==> config.mk <==
export PLATFORM = sky130hd
export DESIGN_NAME = cod_thresh_bank
export DESIGN_NICKNAME = d
export VERILOG_FILES = /design/src/logic/cod_pkg.sv /design/src/logic/cod_lim_cmp.sv /design/src/logic/cod_thresh_bank.sv
export SDC_FILE = /design/constraint.sdc
export NUM_CORES = 1
export LEC_CHECK = 0
export BUFFER_PORTS_ARGS = -buffer_cell sky130_fd_sc_hd__buf_2
export CORE_ASPECT_RATIO = 0.7
export CORE_MARGIN = 3
export CORE_UTILIZATION = 50
export CTS_BUF_LIST = sky130_fd_sc_hd__clkbuf_4 sky130_fd_sc_hd__clkbuf_8 sky130_fd_sc_hd__clkbuf_16
export DETAILED_ROUTE_END_ITERATION = 8
export GPL_TIMING_DRIVEN = 0
export PLACE_DENSITY = 0.74
export SKIP_CTS_REPAIR_TIMING = 1
export SYNTH_ARGS = -nofsm -noshare
export SYNTH_HDL_FRONTEND = slang
export SYNTH_SLANG_ARGS = --single-unit
==> constraint.sdc <==
create_clock -name pclk -period 2.5 [get_ports pclk]
set_input_delay 0.125 -clock pclk [delete_from_list [all_inputs] [get_ports pclk]]
set_output_delay 0.125 -clock pclk [all_outputs]
set_load 0.03 [all_outputs]
==> src/logic/cod_pkg.sv <==
// Constants and carrier types for the comparator open-diagnostic threshold bank
// Function
// Cell open limit 15:4, undervoltage sets cell alert
// Cell limit only for unipolar open diagnostic
// Zero cell limit disables cell open check
// Ratiometric aux open limit sets aux alert
// Ratiometric limit when reference select is zero
// Absolute aux open limit sets aux alert
// Absolute limit when reference select is one
// Zero aux limit disables aux open check
// Limits read/write, open limits reset zero
// Accuracy overvoltage limit resets to all ones
// Reading above accuracy limit sets accuracy alert
// Accuracy check: scan 001/010 and enable set
// Limit bits 3:0 read zero, writes ignored
// Unsigned strict compare on aligned 12 bits
package cod_pkg;

    // ------------------------------------------------------------
    // Register indices; byte address is four times the index
    // ------------------------------------------------------------
    localparam logic [7:0] IDX_CELL_LIM = 8'h3E;
    localparam logic [7:0] IDX_RATIO_LIM = 8'h3F;
    localparam logic [7:0] IDX_ABS_LIM = 8'h40;
    localparam logic [7:0] IDX_ACC_LIM = 8'h41;
    localparam logic [7:0] IDX_CFG = 8'h50;
    localparam logic [7:0] IDX_STATUS = 8'h51;
    localparam logic [7:0] IDX_MASK = 8'h52;
    localparam int ADDR_W = 12;

    // ------------------------------------------------------------
    // Limit field layout and reset values
    // ------------------------------------------------------------
    localparam int LIM_W = 12;
    localparam int LIM_LSB = 4;
    localparam int LIM_MSB = 15;
    localparam logic [11:0] LIM_RST_OPEN = 12'h000;
    localparam logic [11:0] LIM_RST_ACC = 12'hFFF;
    localparam logic [11:0] LIM_OFF_UV = 12'h000;
    localparam logic [11:0] LIM_OFF_OV = 12'hFFF;

    // ------------------------------------------------------------
    // Configuration register fields
    // ------------------------------------------------------------
    localparam int CFG_CELL_OPEN = 0;
    localparam int CFG_AUX_DIAG_LSB = 1;
    localparam int CFG_SCAN_LSB = 3;
    localparam int CFG_ACC_EN = 6;
    localparam int CFG_AUX_REF_LSB = 8;
    localparam int NUM_AUX = 6;
    localparam logic [1:0] AUX_DIAG_OPEN = 2'h1;
    localparam logic [2:0] SCAN_ACC_A = 3'h1;
    localparam logic [2:0] SCAN_ACC_B = 3'h2;

    // ------------------------------------------------------------
    // Alert status bits, shared by status and mask
    // ------------------------------------------------------------
    localparam int ST_CELL_UV = 0;
    localparam int ST_AUX_UV = 1;
    localparam int ST_ACC_OV = 2;
    localparam int NUM_ALERT = 3;

    // ------------------------------------------------------------
    // Measurement sources
    // ------------------------------------------------------------
    localparam logic [1:0] SRC_CELL = 2'h0;
    localparam logic [1:0] SRC_AUX = 2'h1;
    localparam logic [1:0] SRC_ACC = 2'h2;

    typedef struct packed {
        logic valid;
        logic [1:0] src;
        logic [2:0] chan;
        logic unipolar;
        logic [11:0] value;
    } cod_meas_t;

    typedef struct packed {
        logic cell_open_sel;
        logic [1:0] aux_diag_sel;
        logic [2:0] scan_cfg;
        logic acc_en;
        logic [5:0] aux_ref_sel;
    } cod_cfg_t;

endpackage

==> src/logic/cod_lim_cmp.sv <==
// One threshold comparison with the disable value honoured
`timescale 1ns/1ns
`default_nettype none
module cod_lim_cmp
    import cod_pkg::*;
(
    // Operands
    input wire logic [11:0] value,
    input wire logic [11:0] limit,
    input wire logic over,
    // Result
    output logic hit
);

    // ------------------------------------------------------------
    // Unsigned strict compare, disable codes never hit
    // ------------------------------------------------------------
    always_comb begin
        if (over) begin
            hit = (limit != LIM_OFF_OV) && (value > limit);
        end else begin
            hit = (limit != LIM_OFF_UV) && (value < limit);
        end
    end

endmodule
`default_nettype wire

==> src/logic/cod_thresh_bank.sv <==
// Open-diagnostic and accuracy threshold bank with APB slave and alerts
//
// Design decision made here: the APB interface to the registers.
`timescale 1ns/1ns
`default_nettype none
module cod_thresh_bank
    import cod_pkg::*;
(
    // Clock and reset
    input wire logic pclk,
    input wire logic presetn,
    // APB slave
    input wire logic psel,
    input wire logic penable,
    input wire logic pwrite,
    input wire logic [11:0] paddr,
    input wire logic [31:0] pwdata,
    output logic [31:0] prdata,
    output logic pready,
    output logic pslverr,
    // Comparator results
    input wire cod_meas_t meas,
    // Alerts
    output logic cell_comp_uv_alert,
    output logic aux_comp_uv_alert,
    output logic comp_accuracy_ov_alert,
    output logic irq
);

    // ------------------------------------------------------------
    // State
    // ------------------------------------------------------------
    typedef struct packed {
        logic [11:0] cell_lim;
        logic [11:0] ratio_lim;
        logic [11:0] abs_lim;
        logic [11:0] acc_lim;
        cod_cfg_t cfg;
        logic [2:0] status;
        logic [2:0] mask;
        logic pready;
        logic pslverr;
        logic [31:0] prdata;
        logic irq;
    } cod_state_t;

    cod_state_t s_r;
    cod_state_t s_nxt;

    // ------------------------------------------------------------
    // Address decode
    // ------------------------------------------------------------
    logic [7:0] idx;
    logic in_range;
    logic hit_addr;
    logic is_lim;
    logic access;
    logic complete;
    logic [31:0] rd_data;

    assign idx = paddr[9:2];
    // Upper bits and byte offset must be zero for a mapped word
    assign in_range = (paddr[11:10] == 2'h0) && (paddr[1:0] == 2'h0);
    assign is_lim = (idx == IDX_CELL_LIM) || (idx == IDX_RATIO_LIM) ||
                    (idx == IDX_ABS_LIM) || (idx == IDX_ACC_LIM);
    assign hit_addr = in_range && (is_lim || (idx == IDX_CFG) ||
                      (idx == IDX_STATUS) || (idx == IDX_MASK));
    assign access = psel && penable && !s_r.pready;
    assign complete = psel && penable && s_r.pready;

    // ------------------------------------------------------------
    // Read mux
    // ------------------------------------------------------------
    always_comb begin
        rd_data = 32'h0000_0000;
        if (in_range) begin
            case (idx)
                IDX_CELL_LIM: begin
                    rd_data[LIM_MSB:LIM_LSB] = s_r.cell_lim;
                end
                IDX_RATIO_LIM: begin
                    rd_data[LIM_MSB:LIM_LSB] = s_r.ratio_lim;
                end
                IDX_ABS_LIM: begin
                    rd_data[LIM_MSB:LIM_LSB] = s_r.abs_lim;
                end
                IDX_ACC_LIM: begin
                    rd_data[LIM_MSB:LIM_LSB] = s_r.acc_lim;
                end
                IDX_CFG: begin
                    rd_data[CFG_CELL_OPEN] = s_r.cfg.cell_open_sel;
                    rd_data[CFG_AUX_DIAG_LSB +: 2] = s_r.cfg.aux_diag_sel;
                    rd_data[CFG_SCAN_LSB +: 3] = s_r.cfg.scan_cfg;
                    rd_data[CFG_ACC_EN] = s_r.cfg.acc_en;
                    rd_data[CFG_AUX_REF_LSB +: NUM_AUX] = s_r.cfg.aux_ref_sel;
                end
                IDX_STATUS: begin
                    rd_data[NUM_ALERT-1:0] = s_r.status;
                end
                IDX_MASK: begin
                    rd_data[NUM_ALERT-1:0] = s_r.mask;
                end
                default: begin
                    rd_data = 32'h0000_0000;
                end
            endcase
        end
    end

    // ------------------------------------------------------------
    // Threshold checks
    // ------------------------------------------------------------
    logic aux_ref;
    logic cell_open_scan;
    logic aux_open_scan;
    logic acc_scan;
    logic [11:0] lim_sel [NUM_ALERT];
    logic over_sel [NUM_ALERT];
    logic [NUM_ALERT-1:0] cmp_hit;
    logic [NUM_ALERT-1:0] set;

    // Out-of-range channel reads as ratiometric rather than faulting
    assign aux_ref = (meas.chan < 3'(NUM_AUX)) ? s_r.cfg.aux_ref_sel[meas.chan] : 1'b0;

    assign cell_open_scan = meas.valid && (meas.src == SRC_CELL) &&
                            meas.unipolar && s_r.cfg.cell_open_sel;
    assign aux_open_scan = meas.valid && (meas.src == SRC_AUX) &&
                           (s_r.cfg.aux_diag_sel == AUX_DIAG_OPEN);
    assign acc_scan = meas.valid && (meas.src == SRC_ACC) && s_r.cfg.acc_en &&
                      ((s_r.cfg.scan_cfg == SCAN_ACC_A) ||
                       (s_r.cfg.scan_cfg == SCAN_ACC_B));

    assign lim_sel[ST_CELL_UV] = s_r.cell_lim;
    // Reference select picks which aux limit applies
    assign lim_sel[ST_AUX_UV] = aux_ref ? s_r.abs_lim : s_r.ratio_lim;
    assign lim_sel[ST_ACC_OV] = s_r.acc_lim;
    assign over_sel[ST_CELL_UV] = 1'b0;
    assign over_sel[ST_AUX_UV] = 1'b0;
    assign over_sel[ST_ACC_OV] = 1'b1;

    genvar gi;
    generate
        for (gi = 0; gi < NUM_ALERT; gi = gi + 1) begin : g_cmp
            cod_lim_cmp u_cmp (
                .value(meas.value),
                .limit(lim_sel[gi]),
                .over(over_sel[gi]),
                .hit(cmp_hit[gi])
            );
        end
    endgenerate

    assign set[ST_CELL_UV] = cell_open_scan && cmp_hit[ST_CELL_UV];
    assign set[ST_AUX_UV] = aux_open_scan && cmp_hit[ST_AUX_UV];
    assign set[ST_ACC_OV] = acc_scan && cmp_hit[ST_ACC_OV];

    // ------------------------------------------------------------
    // Next state
    // ------------------------------------------------------------
    always_comb begin
        logic [2:0] clr;
        clr = 3'h0;
        s_nxt = s_r;
        s_nxt.pready = 1'b0;
        s_nxt.pslverr = 1'b0;
        // One wait state: data is latched, then offered with pready
        if (access) begin
            s_nxt.pready = 1'b1;
            s_nxt.prdata = pwrite ? 32'h0000_0000 : rd_data;
            s_nxt.pslverr = !hit_addr;
        end
        if (complete && pwrite && in_range) begin
            case (idx)
                IDX_CELL_LIM: begin
                    s_nxt.cell_lim = pwdata[LIM_MSB:LIM_LSB];
                end
                IDX_RATIO_LIM: begin
                    s_nxt.ratio_lim = pwdata[LIM_MSB:LIM_LSB];
                end
                IDX_ABS_LIM: begin
                    s_nxt.abs_lim = pwdata[LIM_MSB:LIM_LSB];
                end
                IDX_ACC_LIM: begin
                    s_nxt.acc_lim = pwdata[LIM_MSB:LIM_LSB];
                end
                IDX_CFG: begin
                    s_nxt.cfg.cell_open_sel = pwdata[CFG_CELL_OPEN];
                    s_nxt.cfg.aux_diag_sel = pwdata[CFG_AUX_DIAG_LSB +: 2];
                    s_nxt.cfg.scan_cfg = pwdata[CFG_SCAN_LSB +: 3];
                    s_nxt.cfg.acc_en = pwdata[CFG_ACC_EN];
                    s_nxt.cfg.aux_ref_sel = pwdata[CFG_AUX_REF_LSB +: NUM_AUX];
                end
                IDX_MASK: begin
                    s_nxt.mask = pwdata[NUM_ALERT-1:0];
                end
                default: begin
                    s_nxt.mask = s_r.mask;
                end
            endcase
        end
        // Clear only what the read returned, so a later event survives
        if (complete && !pwrite && in_range && (idx == IDX_STATUS)) begin
            clr = s_r.prdata[NUM_ALERT-1:0];
        end
        s_nxt.status = (s_r.status & ~clr) | set;
        s_nxt.irq = |(s_r.status & s_r.mask);
    end

    // ------------------------------------------------------------
    // Registers
    // ------------------------------------------------------------
    always_ff @(posedge pclk or negedge presetn) begin
        if (!presetn) begin
            s_r.cell_lim <= LIM_RST_OPEN;
            s_r.ratio_lim <= LIM_RST_OPEN;
            s_r.abs_lim <= LIM_RST_OPEN;
            s_r.acc_lim <= LIM_RST_ACC;
            s_r.cfg <= '0;
            s_r.status <= 3'h0;
            s_r.mask <= 3'h0;
            s_r.pready <= 1'b0;
            s_r.pslverr <= 1'b0;
            s_r.prdata <= 32'h0000_0000;
            s_r.irq <= 1'b0;
        end else begin
            s_r <= s_nxt;
        end
    end

    // ------------------------------------------------------------
    // Outputs
    // ------------------------------------------------------------
    assign prdata = s_r.prdata;
    assign pready = s_r.pready;
    assign pslverr = s_r.pslverr;
    assign cell_comp_uv_alert = s_r.status[ST_CELL_UV];
    assign aux_comp_uv_alert = s_r.status[ST_AUX_UV];
    assign comp_accuracy_ov_alert = s_r.status[ST_ACC_OV];
    assign irq = s_r.irq;

    // ------------------------------------------------------------
    // Assertions
    // ------------------------------------------------------------
    a_cell_uv_set: assert property (@(posedge pclk) disable iff (!presetn)
        (meas.valid && meas.src == SRC_CELL && meas.unipolar && s_r.cfg.cell_open_sel &&
         s_r.cell_lim != 12'h000 && meas.value < s_r.cell_lim) |=> cell_comp_uv_alert)
        else $error("cell open undervoltage did not raise alert");

    a_cell_uv_cause: assert property (@(posedge pclk) disable iff (!presetn)
        $rose(cell_comp_uv_alert) |-> $past(meas.valid && meas.src == SRC_CELL &&
        meas.unipolar && s_r.cfg.cell_open_sel && s_r.cell_lim != 12'h000 &&
        meas.value < s_r.cell_lim))
        else $error("cell alert set without qualifying open scan");

    a_aux_ratio_set: assert property (@(posedge pclk) disable iff (!presetn)
        (aux_open_scan && !aux_ref && s_r.ratio_lim != 12'h000 &&
         meas.value < s_r.ratio_lim) |=> aux_comp_uv_alert)
        else $error("ratiometric aux open undervoltage missed");

    a_aux_abs_set: assert property (@(posedge pclk) disable iff (!presetn)
        (aux_open_scan && aux_ref && s_r.abs_lim != 12'h000 &&
         meas.value < s_r.abs_lim) |=> aux_comp_uv_alert)
        else $error("absolute aux open undervoltage missed");

    a_aux_uv_cause: assert property (@(posedge pclk) disable iff (!presetn)
        $rose(aux_comp_uv_alert) |-> $past(aux_open_scan &&
        (aux_ref ? (s_r.abs_lim != 12'h000 && meas.value < s_r.abs_lim)
                 : (s_r.ratio_lim != 12'h000 && meas.value < s_r.ratio_lim))))
        else $error("aux alert set by disabled or unselected limit");

    a_acc_ov_set: assert property (@(posedge pclk) disable iff (!presetn)
        (acc_scan && s_r.acc_lim != 12'hFFF && meas.value > s_r.acc_lim)
        |=> comp_accuracy_ov_alert)
        else $error("accuracy overvoltage did not raise alert");

    a_acc_ov_gate: assert property (@(posedge pclk) disable iff (!presetn)
        $rose(comp_accuracy_ov_alert) |-> $past(s_r.cfg.acc_en &&
        (s_r.cfg.scan_cfg == 3'h1 || s_r.cfg.scan_cfg == 3'h2) && meas.src == SRC_ACC))
        else $error("accuracy alert outside enabled scan configuration");

    a_lim_low_zero: assert property (@(posedge pclk) disable iff (!presetn)
        (complete && !pwrite && in_range && is_lim) |-> prdata[3:0] == 4'h0)
        else $error("limit register low nibble not zero");

    a_lim_write: assert property (@(posedge pclk) disable iff (!presetn)
        (complete && pwrite && in_range && idx == IDX_ACC_LIM)
        |=> s_r.acc_lim == $past(pwdata[15:4]))
        else $error("accuracy limit write not stored");

    a_irq_level: assert property (@(posedge pclk) disable iff (!presetn)
        (|(s_r.status & s_r.mask)) |=> irq)
        else $error("interrupt not raised for unmasked alert");

    a_apb_wait: assert property (@(posedge pclk) disable iff (!presetn)
        (psel && !penable) ##1 (psel && penable) |-> !pready ##1 pready)
        else $error("apb answer not after one wait state");

    // Set wins over clear so an alert landing on the read is not lost
    a_clear_set_wins: assert property (@(posedge pclk) disable iff (!presetn)
        (complete && !pwrite && in_range && idx == IDX_STATUS && set != 3'h0)
        |=> (s_r.status & $past(set)) == $past(set))
        else $error("alert event lost to a status clear");

    a_status_clear: assert property (@(posedge pclk) disable iff (!presetn)
        (complete && !pwrite && in_range && idx == IDX_STATUS && set == 3'h0)
        |=> (s_r.status & $past(prdata[NUM_ALERT-1:0])) == 3'h0)
        else $error("returned status bits not cleared");

    a_irq_low: assert property (@(posedge pclk) disable iff (!presetn)
        !(|(s_r.status & s_r.mask)) |=> !irq)
        else $error("interrupt high with no unmasked alert");

    a_err_unmapped: assert property (@(posedge pclk) disable iff (!presetn)
        (psel && penable && pready && !hit_addr) |-> pslverr)
        else $error("unmapped access not refused");

    a_err_mapped: assert property (@(posedge pclk) disable iff (!presetn)
        (psel && penable && pready && hit_addr) |-> !pslverr)
        else $error("mapped access refused");

    a_ready_pulse: assert property (@(posedge pclk) disable iff (!presetn)
        pready |=> !pready)
        else $error("apb ready held longer than one cycle");

    a_lim_reset: assert property (@(posedge pclk)
        $rose(presetn) |-> (s_r.cell_lim == LIM_RST_OPEN && s_r.ratio_lim == LIM_RST_OPEN &&
        s_r.abs_lim == LIM_RST_OPEN && s_r.acc_lim == LIM_RST_ACC))
        else $error("limit reset values wrong");

    a_cell_lim_write: assert property (@(posedge pclk) disable iff (!presetn)
        (complete && pwrite && in_range && idx == IDX_CELL_LIM)
        |=> s_r.cell_lim == $past(pwdata[LIM_MSB:LIM_LSB]))
        else $error("cell open limit write not stored");

    a_ratio_lim_write: assert property (@(posedge pclk) disable iff (!presetn)
        (complete && pwrite && in_range && idx == IDX_RATIO_LIM)
        |=> s_r.ratio_lim == $past(pwdata[LIM_MSB:LIM_LSB]))
        else $error("ratiometric limit write not stored");

    a_abs_lim_write: assert property (@(posedge pclk) disable iff (!presetn)
        (complete && pwrite && in_range && idx == IDX_ABS_LIM)
        |=> s_r.abs_lim == $past(pwdata[LIM_MSB:LIM_LSB]))
        else $error("absolute limit write not stored");

endmodule
`default_nettype wire

* After elaboration in Yosys (flattened, before gate mapping) *
Index checks and enable logic that the tools add are counted.

storage, ports and cells
  flip-flop bits (word level) = 102
  input port bits = 68
  output and inout bits = 38
  logic and storage cells = 97

cells by class
  magnitude comparators = 5
  equal/unequal tests = 13
  multiplexer cells = 14
  bitwise logic cells = 4
  reductions and logical operators = 46

operators by type and width
  cell                                                         count
  == test 8 x 7 -> 1 bit (second input constant)               5
  two-way mux 34 bit                                           1
  two-way mux 32 bit                                           1
  one-hot mux 6 bit (5 select lines)                           1
  logical AND 1 bit                                            24
  less-than comparator 12 bit                                  2
  nonzero test 12 bit                                          2
  == test 8 x 6 -> 1 bit (second input constant)               2
  two-way mux 16 bit                                           1
  one-hot mux 3 bit (5 select lines)                           1
  > comparator 12 bit                                          1
  two-way mux 12 bit                                           1
  inequality test 12 bit (second input constant)               1
  AND reduction 2 bit                                          6
  one-hot mux 3 bit (3 select lines)                           1
  one-hot mux 2 bit (4 select lines)                           1
  logical OR 1 bit                                             7
  bitwise AND 3 bit                                            2
  zero test 2 bit                                              3
  == test 2 x 1 -> 1 bit (second input constant)               2
  less-than comparator 3 x 4 -> 1 bit (second input constant)  1
  one-hot mux 1 bit (4 select lines)                           1
  binary-select mux 1 bit (select 3 bit)                       1
  == test 3 x 1 -> 1 bit (second input constant)               1
  9 further kinds                                              13

* Logic depth before layout (Yosys ltp) *
Gate-level depths: netlist (run 1).

  word-level depth = 10
  mapped depth = 11
  mapped depth without buffers = 10

* Hierarchy *
From an unflattened synthesis (run 1), not the netlist that was laid out.

second synthesis, totals
  cells, all modules = 500
  area, all modules = 5,524.0 µm²

modules (own cells, without submodules)
  module           instances  cells an instance  area each (µm²)
  cod_thresh_bank  1          353                4,401.7
  cod_lim_cmp      3          49                 374.1

* Worst setup path after synthesis (run 1) *
No wires, ideal clock.

  path kind = flip-flop to flip-flop
  start = reg s_r[46] (netlist name)
  end = reg s_r (netlist bit aux_comp_uv_alert)
  setup time = 0.104 ns
  arrival = 2.584 ns
  required time = 2.396 ns
  slack = -0.188 ns
  stages on the path, launching flop included = 11
  buffers on the path = 1
  clock period less this slack = 2.688 ns
  cells stage by stage = dfrtp_1 > mux4_2 > mux2i_4 > buf_2 > mux2i_1 > ha_1 > a2111oi_0 > nor3_1 > o21ai_0 > a21oi_1 > o41ai_2

RTL lines
  item                    RTL line                RTL
  from (decl)             cod_thresh_bank.sv:47   cod_state_t s_r;
  from (signal assigned)  cod_thresh_bank.sv:226  s_r <= s_nxt;

==> impl_results.md, run 1 <==
* Initial antenna violation count at 0
* Die area at 11600 µm²
* Layout Cells excl Fill at 691
* Post-synth EDFFs at 0
* MaxCap Viol Count at 0
* Final Hold Slack at 21.9 ps
* Async SR Flop Fraction at 1.00
* Maximum VDD drop at 0.372 mV
* Critical path required time at 2730 ps
* I/O pin count at 106
* Reg clk slew, reported paths at 60 ps
* PortBufs at 72
* Final setup margin at -502 ps
* Unrepaired setup endpoints after global routing: true
* Final WL at 14600 µm
* Num Clock Sinks at 86
* CP Capture Type: flop
* Sequential Power Share at 0.444
* Synth top area cells: dfrtp_1, ha_1, mux2_1
* Post-Layout Inst Area at 6290 µm²
* Critical setup path kind: reg2reg
* Area share of the largest cell type after synthesis at 0.358
* Clk buf depth at 2
* Pre-CTS setup slack at -534 ps
* Min cycle time layout at 3000 ps
* Num rows at 30
* Tcrit/Tclk final at 1.20
* WL met2 at 6470 µm
* Worst Tran Pin Value at 752 ps
* Share of cells above drive strength 1 at 0.371
* Avg Cell Area, Syn at 11.5 µm²
* Failing checks: negative setup slack
* FMAX at 0.333 GHz
* CTS root buffer: clkbuf_16
* Clk pwr share at 0.470
* Most common cell in the netlist: dfrtp_1
* CTS tree: done
* Min-Delay Path Class: in2reg
* Dpl cell area at 5790 µm²
* Routed length per instance at 21.1 µm
* Int Power at 2.44 mW
* Number of buffers created by CTS at 9
* Routability Congestion at 0.980
* Crit start category: flop
* Outcome: complete, but fails checks
* CP arrival at 3230 ps
* Die height at 91.1 µm
* DRC marker count from the first detailed-route iteration at 396
* Placed cells at 664
* Nets@finish at 660
* Post-Syn Instances at 448
* Initial Utilization at 0.524
* Grt total ovfl at 0
* Clk_skew at 8.86 ps
* Final count of pins violating max slew at 0
* Prevailing post-synth register cell: dfrtp_1
* Logic pwr share at 0.085
* Drt via density at 5.95
* Area delta synth->final at 21.6%
* Post-synth cell types at 52
* Vias in the first global route at 3887
* Metal-1 WL at 6430 µm
* GRT Total Usage at 0.251
* HPWL after detailed placement at 11000 µm
* Final setup fails at 1
* WL met3 at 1470 µm
* LEAKAGE at 3.24 nW
* Routed Antenna Nets at 0
* Highest metal used: met4
* Register area share after synthesis at 0.419
* Vias at 4110
* Switching part of the total at 0.224
* First-pass GRT wire length at 22300 µm
* Yosys reg bits at 86
* Clock latency on the worst-skew pair at 340 ps
* Syn. warnings at 0
* First-pass DRT Iterations at 5
* Crit path max fanout at 5
* Die width at 128 µm
* Sw Pwr at 703 µW
* Clock H-tree levels at 3
* Relative slew slack at 0.498
* Core ar. at 9870 µm²
* Synth Cell Area at 5170 µm²
* Commonest cells in the netlist: dfrtp_1, ha_1, mux2_1
* PwrDens at 500 nW/µm²
* Remaining routing DRC violations at 0
* # diodes at 0
* Final hold violations at 0
* Pin count of the biggest net entering global routing at 48
* Area leader, netlist: dfrtp_1
==> area by class of cell <==
type	count	area [µm²]
tap	128	160
timing repair buffer	84	493
inverter	25	93.8
clock inverter	3	68.8
fill	764	3580
multi-input combinational	305	2680
sequential	86	2170
buffer	47	360
clock buffer	13	262
==> path summary, 6_finish.rpt <==
path / from / endpoint / slack, ps / depth (start not counted)
max in group asynchronous: presetn / lim_sel[9] / 1510 / 3
min in group asynchronous: presetn / s_r[81] / 320 / 2
hold reg to reg: prdata[7] / prdata[7] / 480 / 1
hold / removal: pwdata[3] / s_r[48] / 20 / 2
setup / recovery: s_r[41] / aux_comp_uv_alert / -500 / 10
setup reg to reg: s_r[41] / aux_comp_uv_alert / -500 / 10
==> logic make-up (layout without fill, tap and decap cells) <==
group                      count (synthesis)  count (layout)  share of synthesized area
and+or+nand+nor                           91              91                     0.0980
DFF                                       86              86                      0.419
muxes                                     83              83                      0.196
AOI/OAI and AO/OA                         80              80                      0.118
buffers and inverters                     72             172                     0.0849
adders and majority gates                 34              34                     0.0822
other                                      1              16                   0.000725
xor gates and xnor gates                   1               1                    0.00169
==> stage by stage <==
step           total power [mW]  setup TNS (ps)  utilization
2_1_floorplan              1.55               0            -
3_3_place_gp               1.66            -478        0.584
3_5_place_dp               1.67            -539        0.587
4_1_cts                    3.15            -606        0.620
5_1_grt                    3.25            -572        0.637
6_report                   3.14            -502        0.637
==> state kept, by name, indices dropped and copies added, names as in the netlist <==
register	count
irq	1
comp_accuracy_ov_alert	1
pslverr	1
prdata	16
aux_comp_uv_alert	1
lim_sel	24
s_r	40
cell_comp_uv_alert	1
pready	1
==> power by group through the flow <==
stage | Sequential, mW | Clock, mW | Combinational (mW)
floorplan | 1.42 | 0 | 0.126
global placement | 1.42 | 0 | 0.239
detailed placement | 1.42 | 0 | 0.253
CTS | 1.40 | 1.50 | 0.255
global route | 1.40 | 1.56 | 0.295
finish | 1.40 | 1.48 | 0.268
==> layout by cell type (no fill, tap or decap), types with 2 or more instances in the layout <==
| cell | n |
|---|---|
| a2111oi_1 | 2 |
| a21o_1 | 9 |
| a21oi_1 | 11 |
| a222oi_1 | 13 |
| a22o_1 | 13 |
| a22oi_1 | 9 |
| buf_2 | 79 |
| buf_4 | 42 |
| buf_6 | 5 |
| bufinv_16 | 2 |
| clkbuf_16 | 10 |
| clkbuf_4 | 3 |
| conb_1 | 16 |
| dfrtp_1 | 74 |
| dfstp_2 | 12 |
| ha_1 | 33 |
| inv_1 | 25 |
| mux2_1 | 33 |
| mux2_2 | 12 |
| mux2_4 | 20 |
| mux2i_1 | 15 |
| mux2i_4 | 2 |
| nand2_1 | 27 |
| nand2_2 | 5 |
| nand3_1 | 3 |
| nand3b_1 | 4 |
| nand4_1 | 12 |
| nor2_1 | 9 |
| nor2b_1 | 4 |
| nor3_1 | 4 |
| nor3_2 | 2 |
| nor4_1 | 10 |
| o21a_1 | 3 |
| o21ai_0 | 8 |
| o21ai_1 | 2 |
==> per-layer routing <==
metal,up-vias,GRT usage
li1,1851,-
met1,2025,0.370
met2,215,0.352
met3,19,0.0752
met4,0,0.0821
met5,-,0
==> critical path: stages, from the launching register on <==
cell,delay (ps)
dfrtp_1,440
mux4_2,510
mux2i_4,280
buf_12,170
mux2i_4,230
ha_4,240
a2111oi_4,380
nor3_2,90
o21ai_1,130
a21oi_2,50
o41ai_2,350
No activity file was read; power rests on OpenSTA's default activity.
==> inputs of run 2 (changes only) <==
- GPL_TIMING_DRIVEN: 0 -> not set
- clock period: 2.5 -> 2.48 ns (I/O delays scaled with it)
==> run 2 against run 1 <==
Effect of this change:
- the run still ends with negative setup slack left
- sequential cell count stayed put
- routed wire length is 0.44% lower
- sequential share of layout area is 2.1 points higher
- register-to-register slack better by 290 ps
- utilization is 3.7 points lower
- final area is 5.8% lower
- critical path depth stayed put
- largest power group is now registers
- highest routed layer unchanged
- largest cell class unchanged
==> impl_results.md, run 2 (same netlist as run 1, synthesis figures left out) <==
* Outcome: complete, but fails checks
* Failing checks: negative setup slack
* I/O pin count at 106 (unchanged)
* Clock latency on the worst-skew pair at 340 ps (about the same)
* Routed Antenna Nets at 0 (unchanged)
* Vias at 4071 (-0.95%)
* MaxCap Viol Count at 0 (unchanged)
* Final Hold Slack at 38.1 ps (+16.2 ps)
* Critical path required time at 2720 ps (about the same)
* Pre-CTS setup slack at -198 ps (+336 ps)
* CP max stage cell: mux4_2
* Nets@finish at 623 (-5.6%)
* Routed length per instance at 22.2 µm (+5.2%)
* Pin count of the biggest net entering global routing at 87 (+81%)
* Share of cells above drive strength 1 at 0.329 (-0.0423)
* GRT Total Usage at 0.254 (+0.00301)
* Initial Utilization at 0.524 (unchanged)
* Vias in the first global route at 4069 (+4.7%)
* Largest register FFs at 40 (unchanged)
* Final WL at 14500 µm (-0.44%)
* Unrepaired setup endpoints after global routing: true
* LEAKAGE at 3.01 nW (-7.1%)
* Num Clock Sinks at 86 (unchanged)
* Post-Layout Inst Area at 5920 µm² (-5.8%)
* FMAX at 0.371 GHz (+12%)
* Relative slew slack at 0.639 (+0.142)
* Die width at 128 µm (unchanged)
* HPWL after detailed placement at 10600 µm (-3.7%)
* Die area at 11600 µm² (unchanged)
* CP Capture Type: flop
* Number of buffers created by CTS at 9 (unchanged)
* First-pass GRT wire length at 22700 µm (+1.8%)
* Layout Utilization at 0.600 (-0.0371)
* Core ar. at 9870 µm² (unchanged)
* Final setup margin at -212 ps (+290 ps)
* Min-Delay Path Class: in2reg
* Final count of pins violating max slew at 0 (unchanged)
* Clk_skew at 7.97 ps (-0.889 ps)
* Slowest stage delay, CP at 510 ps (about the same)
* Remaining routing DRC violations at 0 (unchanged)
* Dpl cell area at 5570 µm² (-3.8%)
* Final setup fails at 1 (unchanged)
* Die height at 91.1 µm (unchanged)
* Most common cell after layout, fill and taps aside: dfrtp_1
* Drt via density at 6.22 (+4.7%)
* CP cell instances: mux4_2, mux2i_4, buf_6, mux2i_1, ha_1, a2111oi_4, nor3_2, o21ai_1, a21oi_2, o41ai_2
* Num rows at 30 (unchanged)
* # diodes at 0 (unchanged)
* PwrDens at 500 nW/µm² (about the same)
* Worst Tran Pin Value at 540 ps (-212 ps)
* Initial antenna violation count at 0 (unchanged)
* Area delta synth->final at 14.5%
* First-pass DRT Iterations at 8 (+3)
* Clk buf depth at 2 (unchanged)
* CTS tree: done
* Critical setup path kind: reg2reg
* CP arrival at 2930 ps (-300 ps)
* Maximum VDD drop at 0.380 mV (+2.4%)
* Most frequent cells in the layout: dfrtp_1, buf_2, ha_1
* Crit path max fanout at 5 (unchanged)
* Tcrit/Tclk final at 1.09 (-0.115)
* Clock H-tree levels at 3 (unchanged)
* Final hold violations at 0 (unchanged)
* Grt total ovfl at 0 (unchanged)
* Final total power at 2.96 mW (-5.8%)
* Routability Congestion at 0.923 (-5.8%)
* Min cycle time layout at 2690 ps (-310 ps)
* Reg clk slew, reported paths at 60 ps (about the same)
* DRC marker count from the first detailed-route iteration at 550 (+39%)
* PortBufs at 73 (+1.4%)
* Biggest register: s_r
* CTS root buffer: clkbuf_16
* Crit start category: flop
==> run 2: cell types whose count changed in the layout (fill, tap and decap cells not counted), moves of 2 or more <==
cell,before,now
a2111oi_1,2,0
buf_2,79,72
buf_4,42,19
buf_6,5,1
bufinv_16,2,0
clkbuf_4,3,1
==> run 2: final cells by class <==
| class | instances | area, µm² |
|---|---|---|
| fill | 828 | 3950 |
| clock inverter | 4 | 30.0 |
| inverter | 25 | 93.8 |
| clock buffer | 12 | 260 |
| sequential | 86 | 2170 |
| multi-input combinational | 305 | 2670 |
| tap | 128 | 160 |
| timing repair buffer | 94 | 544 |
==> run 2: worst paths after layout <==
| path | start | slack, ps | to | depth (start not counted) |
|---|---|---|---|---|
| max reg2reg | s_r[46] | -210 | aux_comp_uv_alert | 10 |
| min in group asynchronous | presetn | 370 | s_r[67] | 3 |
| min | pwdata[3] | 40 | s_r[48] | 2 |
| min reg2reg | prdata[7] | 500 | prdata[7] | 1 |
| max in group asynchronous | presetn | 1730 | lim_sel[9] | 3 |
| max | s_r[46] | -210 | aux_comp_uv_alert | 10 |
==> run 2: routing by layer <==
layer  vias up  share of wire  global-route usage
li1       1771              -                   -
met1      2025           0.44               0.373
met2       240           0.44               0.370
met3        35          0.097              0.0576
met4         0          0.019              0.0866
met5         -              0                   0
==> run 2: metrics by stage <==
step,TNS [ps],std cells
6_report,-212,654
5_1_grt,-274,654
4_1_cts,-231,651
3_5_place_dp,-198,635
3_3_place_gp,-157,635
2_1_floorplan,-11.2,463
==> run 2: worst max-delay path: cells and delay by family (launching register included) <==
family	cells	cell delay, ps
mux	3	930
fa+ha+maj	1	330
simple gates	1	60
buf+inv	1	160
flops	1	390
compound gates	4	720
==> run 2: power by group <==
part,switching (mW),internal (mW)
Combinational,0.164,0.0865
Sequential,0.00107,1.41
Clock,0.553,0.748
==> inputs of run 3 (changes only) <==
- ABC_AREA: not set -> 1
- CAP_MARGIN: not set -> 20
- REMOVE_ABC_BUFFERS: not set -> 1
==> run 3 against run 2 <==
Effect of this change:
- the flow now finishes without violations
- worst setup slack improved by 370 ps
- register-to-register slack improved by 370 ps
- fmax increased by 16%
- utilization decreased by 0.16 points
- area after synthesis increased by 0.24%
- final cell count increased by 33%
- clock skew decreased by 3.7 ps
- die area increased by 0.23%
- critical path type unchanged
- largest cell class unchanged
- highest routed layer unchanged
==> impl_results.md, run 3 <==
* Outcome: finished clean
* Yosys reg bits at 86 (unchanged)
* Layout Cells excl Fill at 869 (+33%)
* PwrDens at 539 nW/µm² (+7.9%)
* Pin count of the biggest net entering global routing at 49 (-44%)
* Reg-to-reg endpoint: aux_comp_uv_alert
* CTS tree: done
* Largest register FFs at 40 (unchanged)
* Most common cell after layout, fill and taps aside: nand2_1
* Hold depth at 2 (unchanged)
* Clk_skew at 4.23 ps (-3.75 ps)
* Drt via density at 5.50 (-12%)
* Remaining routing DRC violations at 0 (unchanged)
* Post-Layout Inst Area at 5930 µm² (+0.11%)
* Vias in the first global route at 4651 (+14%)
* MaxCap Viol Count at 0 (unchanged)
* Num rows at 30 (unchanged)
* Avg Cell Area, Syn at 7.75 µm² (-33%)
* CP Capture Type: flop
* Die width at 128 µm (+0.12%)
* Syn. warnings at 0 (unchanged)
* Final setup margin at 159 ps (+370 ps)
* Dpl cell area at 5580 µm² (+0.22%)
* PortBufs at 73 (unchanged)
* CP cell instances: or2_2, nand3_1, nand2_1, buf_4, nand3_1, nand2_1, ha_1, nand4_1, a21oi_1, nor4_2, nand2_1, inv_1, nand2_1, nand2_1
* CP arrival at 2550 ps (-380 ps)
* Final count of pins violating max slew at 0 (unchanged)
* Post-synth cell types at 32 (-38%)
* Initial Utilization at 0.523 (-0.000722)
* Seq. cell area at 2170 µm² (unchanged)
* Final setup fails at 0 (-1)
* Compound-gate portion of the synthesized area at 0.141 (+0.0231)
* Synth Area in Simple Gates at 0.225 (+0.127)
* Worst path bufs/invs at 2 (+1)
* CTS root buffer: clkbuf_16
* Setup TNS at 0 ps (+212 ps)
* LEAKAGE at 2.95 nW (-2.2%)
* Final WL at 15300 µm (+5.2%)
* GRT Total Usage at 0.270 (+0.0153)
* Commonest cells in the netlist: nand2_1, inv_1, o21ai_0
* Critical setup path kind: reg2reg
* Area delta synth->final at 14.3%
* Routed Antenna Nets at 0 (unchanged)
* Path depth of the worst reg2reg path at 14 (+4)
* XOR/XNOR share of the synthesized area at 0 (-0.00169)
* Unrepaired setup endpoints after global routing: false
* Fillers at 922 (+11%)
* Core ar. at 9910 µm² (+0.38%)
* Placed cells at 852 (+34%)
* First-pass GRT wire length at 24100 µm (+6.4%)
* Min cycle time layout at 2320 ps (-370 ps)
* Main combinational cell family by area after synthesis: simple AND/OR/NAND/NOR gates
* Min-Delay Path Class: in2reg
* CP max stage cell: dfrtp_1
* CP top delay family: simple AND/OR/NAND/NOR gates
* Most frequent cells in the layout: nand2_1, inv_1, o21ai_0
* Clk buf depth at 2 (unchanged)
* Layout Utilization at 0.598 (-0.00164)
* Post-synth EDFFs at 0 (unchanged)
* Nets@finish at 838 (+35%)
* First-pass DRT Iterations at 6 (-2)
* Worst Hold Path EP: s_r[48]
* Biggest register: s_r
* Grt total ovfl at 0 (unchanged)
* Mux share of post-synthesis cell area at 0.00217 (-0.194)
* FMAX at 0.431 GHz (+16%)
* Die area at 11600 µm² (+0.23%)
* Final hold violations at 0 (unchanged)
* Most common cell in the netlist: nand2_1
* Reg clk slew, reported paths at 60 ps (about the same)
* Tcrit/Tclk final at 0.936 (-0.149)
* Async SR Flop Fraction at 1.00 (unchanged)
* Routed length per instance at 17.6 µm (-21%)
* Post-Syn Instances at 669 (+49%)
* Final total power at 3.20 mW (+8.0%)
* Maximum VDD drop at 0.417 mV (+9.6%)
* Worst Tran Pin Value at 638 ps (+98.5 ps)
* Critical path required time at 2710 ps (about the same)
* Die height at 91.2 µm (+0.12%)
* Relative slew slack at 0.571 (-0.0683)
* Register area share after synthesis at 0.418 (-0.00101)
* Area of the multi-input gates at 2400 µm² (-9.9%)
* Initial antenna violation count at 0 (unchanged)
* Prevailing post-synth register cell: dfrtp_1
* Clock latency on the worst-skew pair at 340 ps (about the same)
* Pre-CTS setup slack at 202 ps (+401 ps)
* Crit-path most repeated cell: nand2_1
* Synth Cell Area at 5180 µm² (+0.24%)
* Synth top area cells: dfrtp_1, nand2_1, o21ai_0
* DRC marker count from the first detailed-route iteration at 345 (-37%)
* R2r setup slk at 160 ps (+370 ps)
* Share of cells above drive strength 1 at 0.174 (-0.155)
* Num Clock Sinks at 86 (unchanged)
* # diodes at 0 (unchanged)
* Area share of the largest cell type after synthesis at 0.357 (-0.000864)
* Area leader, netlist: dfrtp_1
* Worst Hold Launch: pwdata[3]
* RR Startpoint: s_r[45]
* Number of buffers created by CTS at 9 (unchanged)
* Post-Synth Adder-Cell Area at 0.0820 (-0.000198)
* Clock H-tree levels at 3 (unchanged)
* Final Hold Slack at 29.6 ps (-8.50 ps)
* Routability Congestion at 0.923 (about the same)
* Slowest stage delay, CP at 390 ps (-120 ps)
* Crit path max fanout at 8 (+3)
* HPWL after detailed placement at 11700 µm (+11%)
* I/O pin count at 106 (unchanged)
* Crit start category: flop
* Vias at 4778 (+17%)
run 3: logic make-up (layout without fill, tap and decap cells):
logic type                 Yosys count  in the layout
other                                1             16
AOI/OAI and AO/OA                  132            132
and+or+nand+nor                    268            268
adders and majority gates           34             34
DFF                                 86             86
buffers and inverters              147            204
muxes                                1              1
run 3: how the worst max path moves through the flow:
stage	startpoint	to	slack (ps)	depth (start not counted)
floorplan	s_r[45]	aux_comp_uv_alert	380	14
global placement	s_r[45]	aux_comp_uv_alert	270	14
detailed placement	s_r[45]	aux_comp_uv_alert	200	14
CTS	s_r[45]	aux_comp_uv_alert	180	14
global route	s_r[45]	aux_comp_uv_alert	30	14
finish	s_r[45]	aux_comp_uv_alert	160	14
run 3: cell type report:
cell class	instances	share of cell area
Clock buffer	11	0.0405
Clock inverter	5	0.0139
Inverter	99	0.0627
Multi-Input combinational cell	451	0.405
Sequential cell	86	0.366
Tap cell	128	0.0270
Timing Repair Buffer	89	0.0848
run 3: report_power, final:
part | internal, mW | leakage (nW) | total (mW) | switching [mW]
clock network | 0.908 | 0.161 | 1.46 | 0.552
registers | 1.41 | 1.16 | 1.41 | 0.00130
logic | 0.106 | 1.63 | 0.330 | 0.224
run 3: metal layers:
layer / vias to the layer above / GRT usage / routed length, µm
met3: 18 / 0.0688 / 1330
met1: 2280 / 0.385 / 7040
met2: 190 / 0.410 / 6740
met5: - / 0 / 0
met4: 0 / 0.0671 / 183
li1: 2290 / - / -
